--- src/verilog/bmw_consts.svh ---
// Purpose: Constants for the burst write FIFO port
// Assumes: Single user clock, 40 MHz
// Notes:   Widths are fixed; memory-side beats pack into one user word
`ifndef BMW_CONSTS_SVH
`define BMW_CONSTS_SVH

`define BMW_ADDR_W 24
`define BMW_CMD_W 3
`define BMW_DATA_W 72
`define BMW_FIFO_DEPTH 8
`define BMW_BL_W 2
`define BMW_BL4 2'h1
`define BMW_BL8 2'h2
`define BMW_WORDS_BL4 3'h2
`define BMW_WORDS_BL8 3'h4
`define BMW_FETCH_TO_DRAIN 2

`endif

--- src/verilog/bmw_pkg.sv ---
// Purpose: Types for the burst write FIFO port
// Assumes: Constants come from bmw_consts.svh
// Notes:   Binary state codes written out
package bmw_pkg;
    typedef enum logic [1:0] {
        BMW_ST_IDLE = 2'h0,
        BMW_ST_ANALYZE = 2'h1,
        BMW_ST_DRAIN = 2'h2
    } bmw_state_t;
endpackage : bmw_pkg

--- src/verilog/bmw_fifo.sv ---
// Purpose: Synchronous FIFO with valid/ready on both sides
// Assumes: One clock, DEPTH a power of two
// Notes:   Read data comes straight from the storage flops
`timescale 1ns/1ps
module bmw_fifo #(
    parameter int WIDTH = 8,
    parameter int DEPTH = 8
) (
    // Clock and reset
    input wire logic ref_clk_i,
    input wire logic reset_n_i,
    // Fill side
    input wire logic in_valid_i,
    output logic in_ready_o,
    input wire logic [WIDTH-1:0] in_data_i,
    // Drain side
    output logic out_valid_o,
    input wire logic out_ready_i,
    output logic [WIDTH-1:0] out_data_o,
    output logic [$clog2(DEPTH):0] level_o
);
    localparam int PW = $clog2(DEPTH);

    logic [WIDTH-1:0] mem_q [DEPTH];
    logic [PW-1:0] wr_ptr_q, wr_ptr_d, rd_ptr_q, rd_ptr_d;
    logic [PW:0] cnt_q, cnt_d;
    logic push, pop;

    assign in_ready_o = (cnt_q != DEPTH[PW:0]);
    assign out_valid_o = (cnt_q != '0);
    assign push = in_valid_i && in_ready_o;
    assign pop = out_valid_o && out_ready_i;
    assign out_data_o = mem_q[rd_ptr_q];
    assign level_o = cnt_q;

    always_comb begin
        wr_ptr_d = wr_ptr_q + PW'(push);
        rd_ptr_d = rd_ptr_q + PW'(pop);
        cnt_d = cnt_q + (PW+1)'(push) - (PW+1)'(pop);
    end

    always_ff @(posedge ref_clk_i or negedge reset_n_i) begin
        if (!reset_n_i) begin
            wr_ptr_q <= '0;
            rd_ptr_q <= '0;
            cnt_q <= '0;
        end else begin
            wr_ptr_q <= wr_ptr_d;
            rd_ptr_q <= rd_ptr_d;
            cnt_q <= cnt_d;
        end
    end

    // Storage needs no reset; reads are guarded by the count
    always_ff @(posedge ref_clk_i) begin
        if (push) begin
            mem_q[wr_ptr_q] <= in_data_i;
        end
    end
endmodule : bmw_fifo

--- src/verilog/bmw_write_port.sv ---
// Purpose: Write-side user port: command FIFO, data FIFO, burst sequencer
// Assumes: User logic keeps the push pairing for the configured burst
// Notes:   Fetch to first data pop is two clocks when the data is already queued
//
// Behaviour
// - Data popping starts two clocks after fetch, or later if the user pushes late.
// - Command and address fetched as one entry before any burst data.
// - Command analysis finishes within two clocks before data drain starts.
// - Burst of eight pops its four data words on consecutive clocks when all four are queued.
`timescale 1ns/1ps
`include "bmw_consts.svh"
module bmw_write_port
    import bmw_pkg::*;
(
    // Clock and reset
    input wire logic ref_clk_i,
    input wire logic reset_n_i,
    // Configuration
    input wire logic [`BMW_BL_W-1:0] burst_len_i,
    // User command side
    input wire logic addr_fifo_push_strobe_i,
    input wire logic [`BMW_ADDR_W-1:0] user_cmd_address_i,
    input wire logic [`BMW_CMD_W-1:0] user_cmd_code_i,
    output logic addr_fifo_full_o,
    // User data side
    input wire logic wdata_fifo_push_strobe_i,
    input wire logic [`BMW_DATA_W-1:0] user_write_word_i,
    output logic wdata_fifo_full_o,
    // Memory side
    input wire logic mem_ready_i,
    output logic mem_cmd_valid_o,
    output logic [`BMW_ADDR_W-1:0] mem_cmd_address_o,
    output logic [`BMW_CMD_W-1:0] mem_cmd_code_o,
    output logic mem_wdata_valid_o,
    output logic [`BMW_DATA_W-1:0] mem_wdata_o,
    output logic mem_wdata_last_o
);
    localparam int EW = `BMW_ADDR_W + `BMW_CMD_W;
    localparam int LW = $clog2(`BMW_FIFO_DEPTH) + 1;

    function automatic logic [2:0] words_per_burst(
        input logic [`BMW_BL_W-1:0] bl
    );
        // Unknown encodings fall back to the short burst
        words_per_burst = (bl == `BMW_BL8) ? `BMW_WORDS_BL8 : `BMW_WORDS_BL4;
    endfunction : words_per_burst

    logic cmd_ready, cmd_valid, cmd_in_ready;
    logic [EW-1:0] cmd_entry;
    logic dat_valid, dat_pop, dat_in_ready;
    logic [`BMW_DATA_W-1:0] dat_word;
    logic [LW-1:0] dat_level;
    logic fetch;

    bmw_state_t state_q, state_d;
    logic [2:0] left_q, left_d;
    logic cv_q, cv_d, dv_q, dv_d, dl_q, dl_d;
    logic [`BMW_ADDR_W-1:0] ca_q, ca_d;
    logic [`BMW_CMD_W-1:0] cc_q, cc_d;
    logic [`BMW_DATA_W-1:0] dw_q, dw_d;

    // Back-pressure to the user; full stops further pushes
    assign addr_fifo_full_o = !cmd_in_ready;
    assign wdata_fifo_full_o = !dat_in_ready;

    bmw_fifo #(.WIDTH(EW), .DEPTH(`BMW_FIFO_DEPTH)) u_cmd_fifo (
        .ref_clk_i(ref_clk_i),
        .reset_n_i(reset_n_i),
        .in_valid_i(addr_fifo_push_strobe_i),
        .in_ready_o(cmd_in_ready),
        .in_data_i({user_cmd_code_i, user_cmd_address_i}),
        .out_valid_o(cmd_valid),
        .out_ready_i(cmd_ready),
        .out_data_o(cmd_entry),
        .level_o()
    );

    bmw_fifo #(.WIDTH(`BMW_DATA_W), .DEPTH(`BMW_FIFO_DEPTH)) u_dat_fifo (
        .ref_clk_i(ref_clk_i),
        .reset_n_i(reset_n_i),
        .in_valid_i(wdata_fifo_push_strobe_i),
        .in_ready_o(dat_in_ready),
        .in_data_i(user_write_word_i),
        .out_valid_o(dat_valid),
        .out_ready_i(dat_pop),
        .out_data_o(dat_word),
        .level_o(dat_level)
    );

    // Address and command leave the FIFO together, one entry per burst
    assign cmd_ready = (state_q == BMW_ST_IDLE) && mem_ready_i;
    assign fetch = cmd_ready && cmd_valid;
    // Data only drains after its command was fetched and analysed
    // Drain ignores mem_ready_i, so the sink must accept every word
    assign dat_pop = (state_q == BMW_ST_DRAIN) && dat_valid;

    always_comb begin
        state_d = state_q;
        left_d = left_q;
        cv_d = 1'b0;
        dv_d = 1'b0;
        dl_d = 1'b0;
        ca_d = ca_q;
        cc_d = cc_q;
        dw_d = dw_q;
        unique case (state_q)
            BMW_ST_IDLE: begin
                if (fetch) begin
                    cv_d = 1'b1;
                    ca_d = cmd_entry[`BMW_ADDR_W-1:0];
                    cc_d = cmd_entry[EW-1:`BMW_ADDR_W];
                    left_d = words_per_burst(burst_len_i);
                    state_d = BMW_ST_ANALYZE;
                end
            end
            BMW_ST_ANALYZE: begin
                // One analysis clock, so drain opens two clocks after fetch
                state_d = BMW_ST_DRAIN;
            end
            BMW_ST_DRAIN: begin
                // Pops run back to back while the user keeps up
                if (dat_pop) begin
                    dv_d = 1'b1;
                    dw_d = dat_word;
                    left_d = left_q - 3'h1;
                    if (left_q == 3'h1) begin
                        dl_d = 1'b1;
                        state_d = BMW_ST_IDLE;
                    end
                end
            end
            default: begin
                state_d = BMW_ST_IDLE;
            end
        endcase
    end

    always_ff @(posedge ref_clk_i or negedge reset_n_i) begin
        if (!reset_n_i) begin
            state_q <= BMW_ST_IDLE;
            left_q <= 3'h0;
            cv_q <= 1'b0;
            dv_q <= 1'b0;
            dl_q <= 1'b0;
            ca_q <= '0;
            cc_q <= '0;
            dw_q <= '0;
        end else begin
            state_q <= state_d;
            left_q <= left_d;
            cv_q <= cv_d;
            dv_q <= dv_d;
            dl_q <= dl_d;
            ca_q <= ca_d;
            cc_q <= cc_d;
            dw_q <= dw_d;
        end
    end

    assign mem_cmd_valid_o = cv_q;
    assign mem_cmd_address_o = ca_q;
    assign mem_cmd_code_o = cc_q;
    assign mem_wdata_valid_o = dv_q;
    assign mem_wdata_o = dw_q;
    assign mem_wdata_last_o = dl_q;
endmodule : bmw_write_port

--- config.mk ---
export PLATFORM = sky130hd
export DESIGN_NAME = bmw_write_port
export DESIGN_NICKNAME = d
export VERILOG_FILES = /design/src/verilog/bmw_pkg.sv /design/src/verilog/bmw_fifo.sv /design/src/verilog/bmw_write_port.sv
export VERILOG_INCLUDE_DIRS = /design/src /design/src/verilog
export SDC_FILE = /design/constraint.sdc
export NUM_CORES = 1
export LEC_CHECK = 0
export ABC_CLOCK_PERIOD_IN_PS = 7400
export BUFFER_PORTS_ARGS = -buffer_cell sky130_fd_sc_hd__buf_2
export CORE_UTILIZATION = 30
export DETAILED_ROUTE_END_ITERATION = 8
export PLACE_DENSITY = 0.5
export SLEW_MARGIN = 30
export SYNTH_ARGS = -nofsm -noshare
export SYNTH_HDL_FRONTEND = slang
export SYNTH_SLANG_ARGS = --single-unit
--- constraint.sdc ---
create_clock -name ref_clk_i -period 7.4 [get_ports ref_clk_i]
set_input_delay 1.48 -clock ref_clk_i [delete_from_list [all_inputs] [get_ports ref_clk_i]]
set_output_delay 1.48 -clock ref_clk_i [all_outputs]
set_load 0.01 [all_outputs]
==> run summary, run 1 <==
EDFF count, synth: 792
# resized after CTS: 0
Routability Congestion: 0.742
Count leader, synth: edfxtp_1
CP arrival: 3900 ps
DR iter-0 viols: 1098
Max-cap violations: 0
CTS max path bufs: 3
Syn Nets: 2166
Yosys top cell area share: 0.674
Hpwl dp: 47900 um
Tcrit/Tclk final: 0.490
CTS Root Buffer Type: clkbuf_16
Chip height: 345 um
Static Leak: 15.4 nW
Worst Hold End: mem_wdata_o[59]
Hold_sp: mem_wdata_o[59]
Setup bufs post-CTS: 0
Max Slew Vio Count: 0
Netlist cell types: 34
Vias per cell: 4.66
Worst slew pin tran: 941 ps
Num rows: 125
First-pass GRT wire length: 122000 um
Startpoint Class: primary input
HP Class: flop to flop
Cells after DPL: 3694
Avg WL per Cell: 21.2 um
Reg2Reg Depth: 6
FFs w/ async S/R, synth: 0.138
Element type at the critical path end: flop
Slew headroom: 0.371
Initial antenna violation count: 29
Total routed wirelength: 82300 um
Clk Latency, worst-skew pair: 680 ps
Syn_area_per_cell: 17.3 um2
Minimum clock period: 3620 ps
Outcome: completed
Hold buffers post-CTS: 0
Seq/Total Area, Yosys: 0.764
Skew final: 40.1 ps
Share of cells above drive strength 1: 0.175
Place WS: 3000 ps
Vias: 18100
Final setup fails: 0
Worst reg-to-reg setup slack: 4140 ps
CP required: 7680 ps
Fmax: 0.276 GHz
Setup TNS: 0 ps
GRT overflow: 0
PortBufs: 209
Finished Cell Area: 41300 um2
Hold depth: 2
CTS Buf Count: 98
Max VDD drop: 0.224 mV
Synth Cell Area: 35300 um2
Clk slew on worst S/H paths: 60 ps
Number of global-route vias before repair: 19000
Ports: 210
Layout Cells excl Fill: 3889
RR Startpoint: u_dat_fifo.level_o[2]
Layout overhead on the synthesized area: 16.9%
Ys flop type: edfxtp_1
# DRC: 0
Pwr/cell area: 405 nW/um2
Synth Instances: 2037
Synth top cells by count: edfxtp_1, mux2i_1, nand2_1, a22oi_1, dfrtp_1
DIE WIDTH: 345 um
Final setup margin: 3780 ps
Crit path kind: primary input to flop
Seq cells post-synth: 919
Antenna viol nets, final: 0
Post-synth top area cell: edfxtp_1
First-pass detailed-route iteration total: 6
FF-to-FF End: u_dat_fifo.mem_q[5][19]
Initial Utilization: 0.303
H-Tree Level Count: 3
Clk sinks: 919
Full die area: 119000 um2
Core ar.: 116000 um2
Unrepaired setup endpoints after global routing: no
CP max FO: 49
Pin count of the biggest net entering global routing: 68
GRT Overall Usage: 0.137
Post-DP Area: 37900 um2
Total Nets Final: 2403
Syn. warnings: 0
TritonCTS clock tree: built
Largest cells by area after synthesis: edfxtp_1, mux2i_1, dfrtp_1
Final Hold Fails: 0
## state kept, by name, indices dropped and copies added, names as in the netlist, 3 cells and up
name	cells
mem_cmd_code_o	3
u_cmd_fifo.level_o	4
mem_cmd_address_o	24
u_dat_fifo.mem_q	576
u_dat_fifo.level_o	4
u_cmd_fifo.mem_q	216
u_dat_fifo.wr_ptr_q	3
u_cmd_fifo.wr_ptr_q	3
u_cmd_fifo.rd_ptr_q	3
left_q	3
u_dat_fifo.rd_ptr_q	3
mem_wdata_o	72
## per-layer routing
metal / vias to the layer above / track usage / wire [um]
met5: - / 0 / 197
met4: 32 / 0.0327 / 1770
met3: 155 / 0.0379 / 5030
met2: 377 / 0.235 / 40800
met1: 9230 / 0.170 / 34500
li1: 8348 / - / -
## worst max-delay path by stage
stage	cells past startpoint	from	endpoint	slack (ps)
floorplan	3	wdata_fifo_push_strobe_i	u_dat_fifo.mem_q[0][0]	30
global placement	5	wdata_fifo_push_strobe_i	u_dat_fifo.mem_q[5][1]	3100
detailed placement	5	wdata_fifo_push_strobe_i	u_dat_fifo.mem_q[5][66]	3000
CTS	5	wdata_fifo_push_strobe_i	u_dat_fifo.mem_q[5][19]	3730
global route	5	wdata_fifo_push_strobe_i	u_dat_fifo.mem_q[5][19]	3610
finish	5	wdata_fifo_push_strobe_i	u_dat_fifo.mem_q[5][19]	3780
## cell usage in the layout, fill, tap and decap left out, drive strengths merged, types with 6 or more instances in the layout
| cell type | instances |
|---|---|
| a22oi | 198 |
| buf | 245 |
| bufinv | 7 |
| clkbuf | 141 |
| clkinv | 29 |
| dfrtp | 127 |
| diode | 6 |
| edfxtp | 792 |
| ha | 21 |
| inv | 27 |
| mux2i | 396 |
| nand2 | 204 |
| nand2b | 8 |
| nand3 | 100 |
| nor2 | 17 |
| nor2b | 6 |
| xor2 | 6 |
## stage by stage
stage | util | total power, W | hold WS, ps
2_1_floorplan | - | 0.0106 | 458
3_3_place_gp | 0.325 | 0.0120 | 458
3_5_place_dp | 0.326 | 0.0121 | 458
4_1_cts | 0.353 | 0.0170 | 473
5_1_grt | 0.355 | 0.0176 | 488
6_report | 0.355 | 0.0167 | 466
## power breakdown
group          internal, W  leakage, nW  switching [W]  total (W)
Combinational      0.00172         5.09        0.00291    0.00463
Sequential         0.00669         8.73       0.000556    0.00725
Clock              0.00281         1.54        0.00202    0.00483
## cells by family after synthesis
group | Yosys count | synth area share
flip-flops | 919 | 0.764
multiplexers | 397 | 0.113
AND/OR/NAND/NOR | 345 | 0.0419
XOR/XNOR | 9 | 0.00223
buffers and inverters | 132 | 0.0258
AO/OA/AOI/OAI | 212 | 0.0452
adder cells (fa/ha/maj) | 23 | 0.00858
## final cells by class
| class | count | area [um2] |
|---|---|---|
| Timing Repair Buffer | 245 | 1480 |
| Clock inverter | 44 | 507 |
| Sequential cell | 919 | 27000 |
| Fill cell | 11000 | 75100 |
| Tap cell | 1524 | 1910 |
| Multi-Input combinational cell | 986 | 7590 |
| Antenna cell | 6 | 15.0 |
| Clock buffer | 141 | 2700 |
| Inverter | 24 | 91.3 |
## worst max-delay path, stage by stage
cell      delay (ps)
buf_2            110
a21boi_1         330
nand2_1          310
nor2_4           810
buf_4            820
Power figures use the tool's default switching activity.
==> run 2: changes to the inputs <==
--- a/config.mk
+++ b/config.mk
@@ -6,7 +6,8 @@
 export SDC_FILE = /design/constraint.sdc
 export NUM_CORES = 1
 export LEC_CHECK = 0
-export ABC_CLOCK_PERIOD_IN_PS = 7400
+export ABC_AREA = 1
+export ABC_CLOCK_PERIOD_IN_PS = 3460
 export BUFFER_PORTS_ARGS = -buffer_cell sky130_fd_sc_hd__buf_2
 export CORE_UTILIZATION = 30
 export DETAILED_ROUTE_END_ITERATION = 8
==> constraint.sdc (replaced) <==
create_clock -name ref_clk_i -period 3.46 [get_ports ref_clk_i]
set_input_delay 0.692 -clock ref_clk_i [delete_from_list [all_inputs] [get_ports ref_clk_i]]
set_output_delay 0.692 -clock ref_clk_i [all_outputs]
set_load 0.01 [all_outputs]
==> run summary, run 2 <==
Syn Nets: 3731
HP Class: primary input to flop
Core Util, Final: 0.355
Chip height: 359 um
Yosys top cell area share: 0.621
FFs w/ async S/R, synth: 0.138
Share of cells above drive strength 1: 0.117
Worst slew pin tran: 918 ps
GRT overflow: 0
CTS Root Buffer Type: clkbuf_16
Synth top cells by count: nand2_1, edfxtp_1, inv_1, nand3_1, dfrtp_1
Post-synth top area cell: edfxtp_1
Max VDD drop: 0.763 mV
Total power: 0.0382 W
Initial Utilization: 0.304
Clk slew on worst S/H paths: 60 ps
Vias per cell: 4.35
CTS Buf Count: 100
Setup TNS: 0 ps
Clk Latency, worst-skew pair: 720 ps
Number of global-route vias before repair: 23500
Max-cap violations: 0
Routability Congestion: 0.731
Post-DP Area: 41500 um2
Count of buffer and inverter cells on the critical path: 2
RR Startpoint: u_dat_fifo.level_o[2]
First-pass detailed-route iteration total: 5
Master of the slowest instance on the critical path: nor2_4
Most common cell after layout, fill and taps aside: nand2_1
Num rows: 130
DR iter-0 viols: 1724
H-Tree Level Count: 3
Cells along the critical path: inv_1 > ha_1 > nor3b_1 > nor2_1 > nand2_1 > nor2_4 > buf_12
Core ar.: 126000 um2
Synth Cell Area: 38300 um2
CP required: 3830 ps
Avg WL per Cell: 17.3 um
Hold depth: 1
Largest stage delay, worst path: 590 ps
Skew final: 68.2 ps
CTS max path bufs: 3
First-pass GRT wire length: 146000 um
Element type at the critical path end: flop
PortBufs: 209
Worst Hold End: u_dat_fifo.mem_q[3][42]
Seq cells post-synth: 919
CP max FO: 16
Pwr/cell area: 851 nW/um2
Total routed wirelength: 96100 um
Antenna viol nets, final: 0
Syn. warnings: 0
Crit path max-delay family: simple AND/OR/NAND/NOR gates
GRT Overall Usage: 0.148
Crit path kind: flop to flop
Static Leak: 19.6 nW
Total Nets Final: 3934
Synth Instances: 3602
FF-to-FF End: u_dat_fifo.mem_q[2][64]
EDFF count, synth: 792
# resized after CTS: 0
Largest cells by area after synthesis: edfxtp_1, nand2_1, dfrtp_1
Clk sinks: 919
Tcrit/Tclk final: 0.743
Ys flop type: edfxtp_1
TritonCTS clock tree: built
CP arrival: 2940 ps
# DRC: 0
Max Slew Vio Count: 0
Worst reg-to-reg setup slack: 890 ps
Setup bufs post-CTS: 0
Ports: 210
Outcome: completed
Final setup fails: 0
Hold_sp: user_write_word_i[42]
Most frequent cells in the layout: nand2_1, edfxtp_1, inv_1
Finished Cell Area: 44900 um2
Minimum clock period: 2570 ps
DIE WIDTH: 359 um
Reg2Reg Depth: 7
Vias: 24100
Layout overhead on the synthesized area: 17.0%
Startpoint Class: flop
Netlist cell types: 23
Seq/Total Area, Yosys: 0.704
Count leader, synth: nand2_1
Final Hold Fails: 0
Hpwl dp: 52700 um
Max FFs per register: 576
Unrepaired setup endpoints after global routing: no
Syn_area_per_cell: 10.6 um2
Slew headroom: 0.388
Initial antenna violation count: 25
Top reg by flops: u_dat_fifo.mem_q
Hold buffers post-CTS: 1
Fmax: 0.389 GHz
Full die area: 129000 um2
Pin count of the biggest net entering global routing: 179
[run 2: kinds of logic after synthesis]
kind of cell / Yosys count / synth area share
flip-flops: 919 / 0.704
adder cells (fa/ha/maj): 23 / 0.00790
AND/OR/NAND/NOR: 1841 / 0.200
XOR/XNOR: 8 / 0.00183
AO/OA/AOI/OAI: 7 / 0.000914
buffers and inverters: 804 / 0.0854
[run 2: final cells by class]
cell class	instances	area [um2]
fillers	12600	81400
flip-flops and latches	919	27000
multi-input cells	1879	8210
clock buffers	137	2750
inverters	634	2400
well taps	1650	2060
repair buffers	271	1820
clock inverters	51	613
diodes	6	15.0
[run 2: power by group]
part           total, W  leakage, nW  switching, W  internal (W)
Sequential       0.0152         8.75      0.000935        0.0143
Clock            0.0109         1.65       0.00452       0.00635
Combinational    0.0121         9.19       0.00846       0.00362
[run 2: layer usage]
metal,part of all wire,track usage
met3,0.047,0.0269
met2,0.46,0.236
met5,0.00093,0
met1,0.47,0.203
met4,0.024,0.0505
[run 2: worst max-delay path by stage]
stage | start | to | depth (start not counted)
detailed placement | wdata_fifo_push_strobe_i | u_dat_fifo.mem_q[2][50] | 6
CTS | u_dat_fifo.level_o[2] | u_dat_fifo.mem_q[2][64] | 7
global route | u_dat_fifo.level_o[2] | u_dat_fifo.mem_q[2][64] | 7
floorplan | wdata_fifo_push_strobe_i | u_dat_fifo.mem_q[0][0] | 4
global placement | wdata_fifo_push_strobe_i | u_dat_fifo.mem_q[2][50] | 6
finish | u_dat_fifo.level_o[2] | u_dat_fifo.mem_q[2][64] | 7
[run 2: through the flow]
stage	hold slack, ps	worst slack (ps)	cells
6_report	245	890	5547
2_1_floorplan	396	-1100	3602
3_5_place_dp	461	734	5352
3_3_place_gp	459	718	5352
4_1_cts	178	811	5541
5_1_grt	219	738	5545
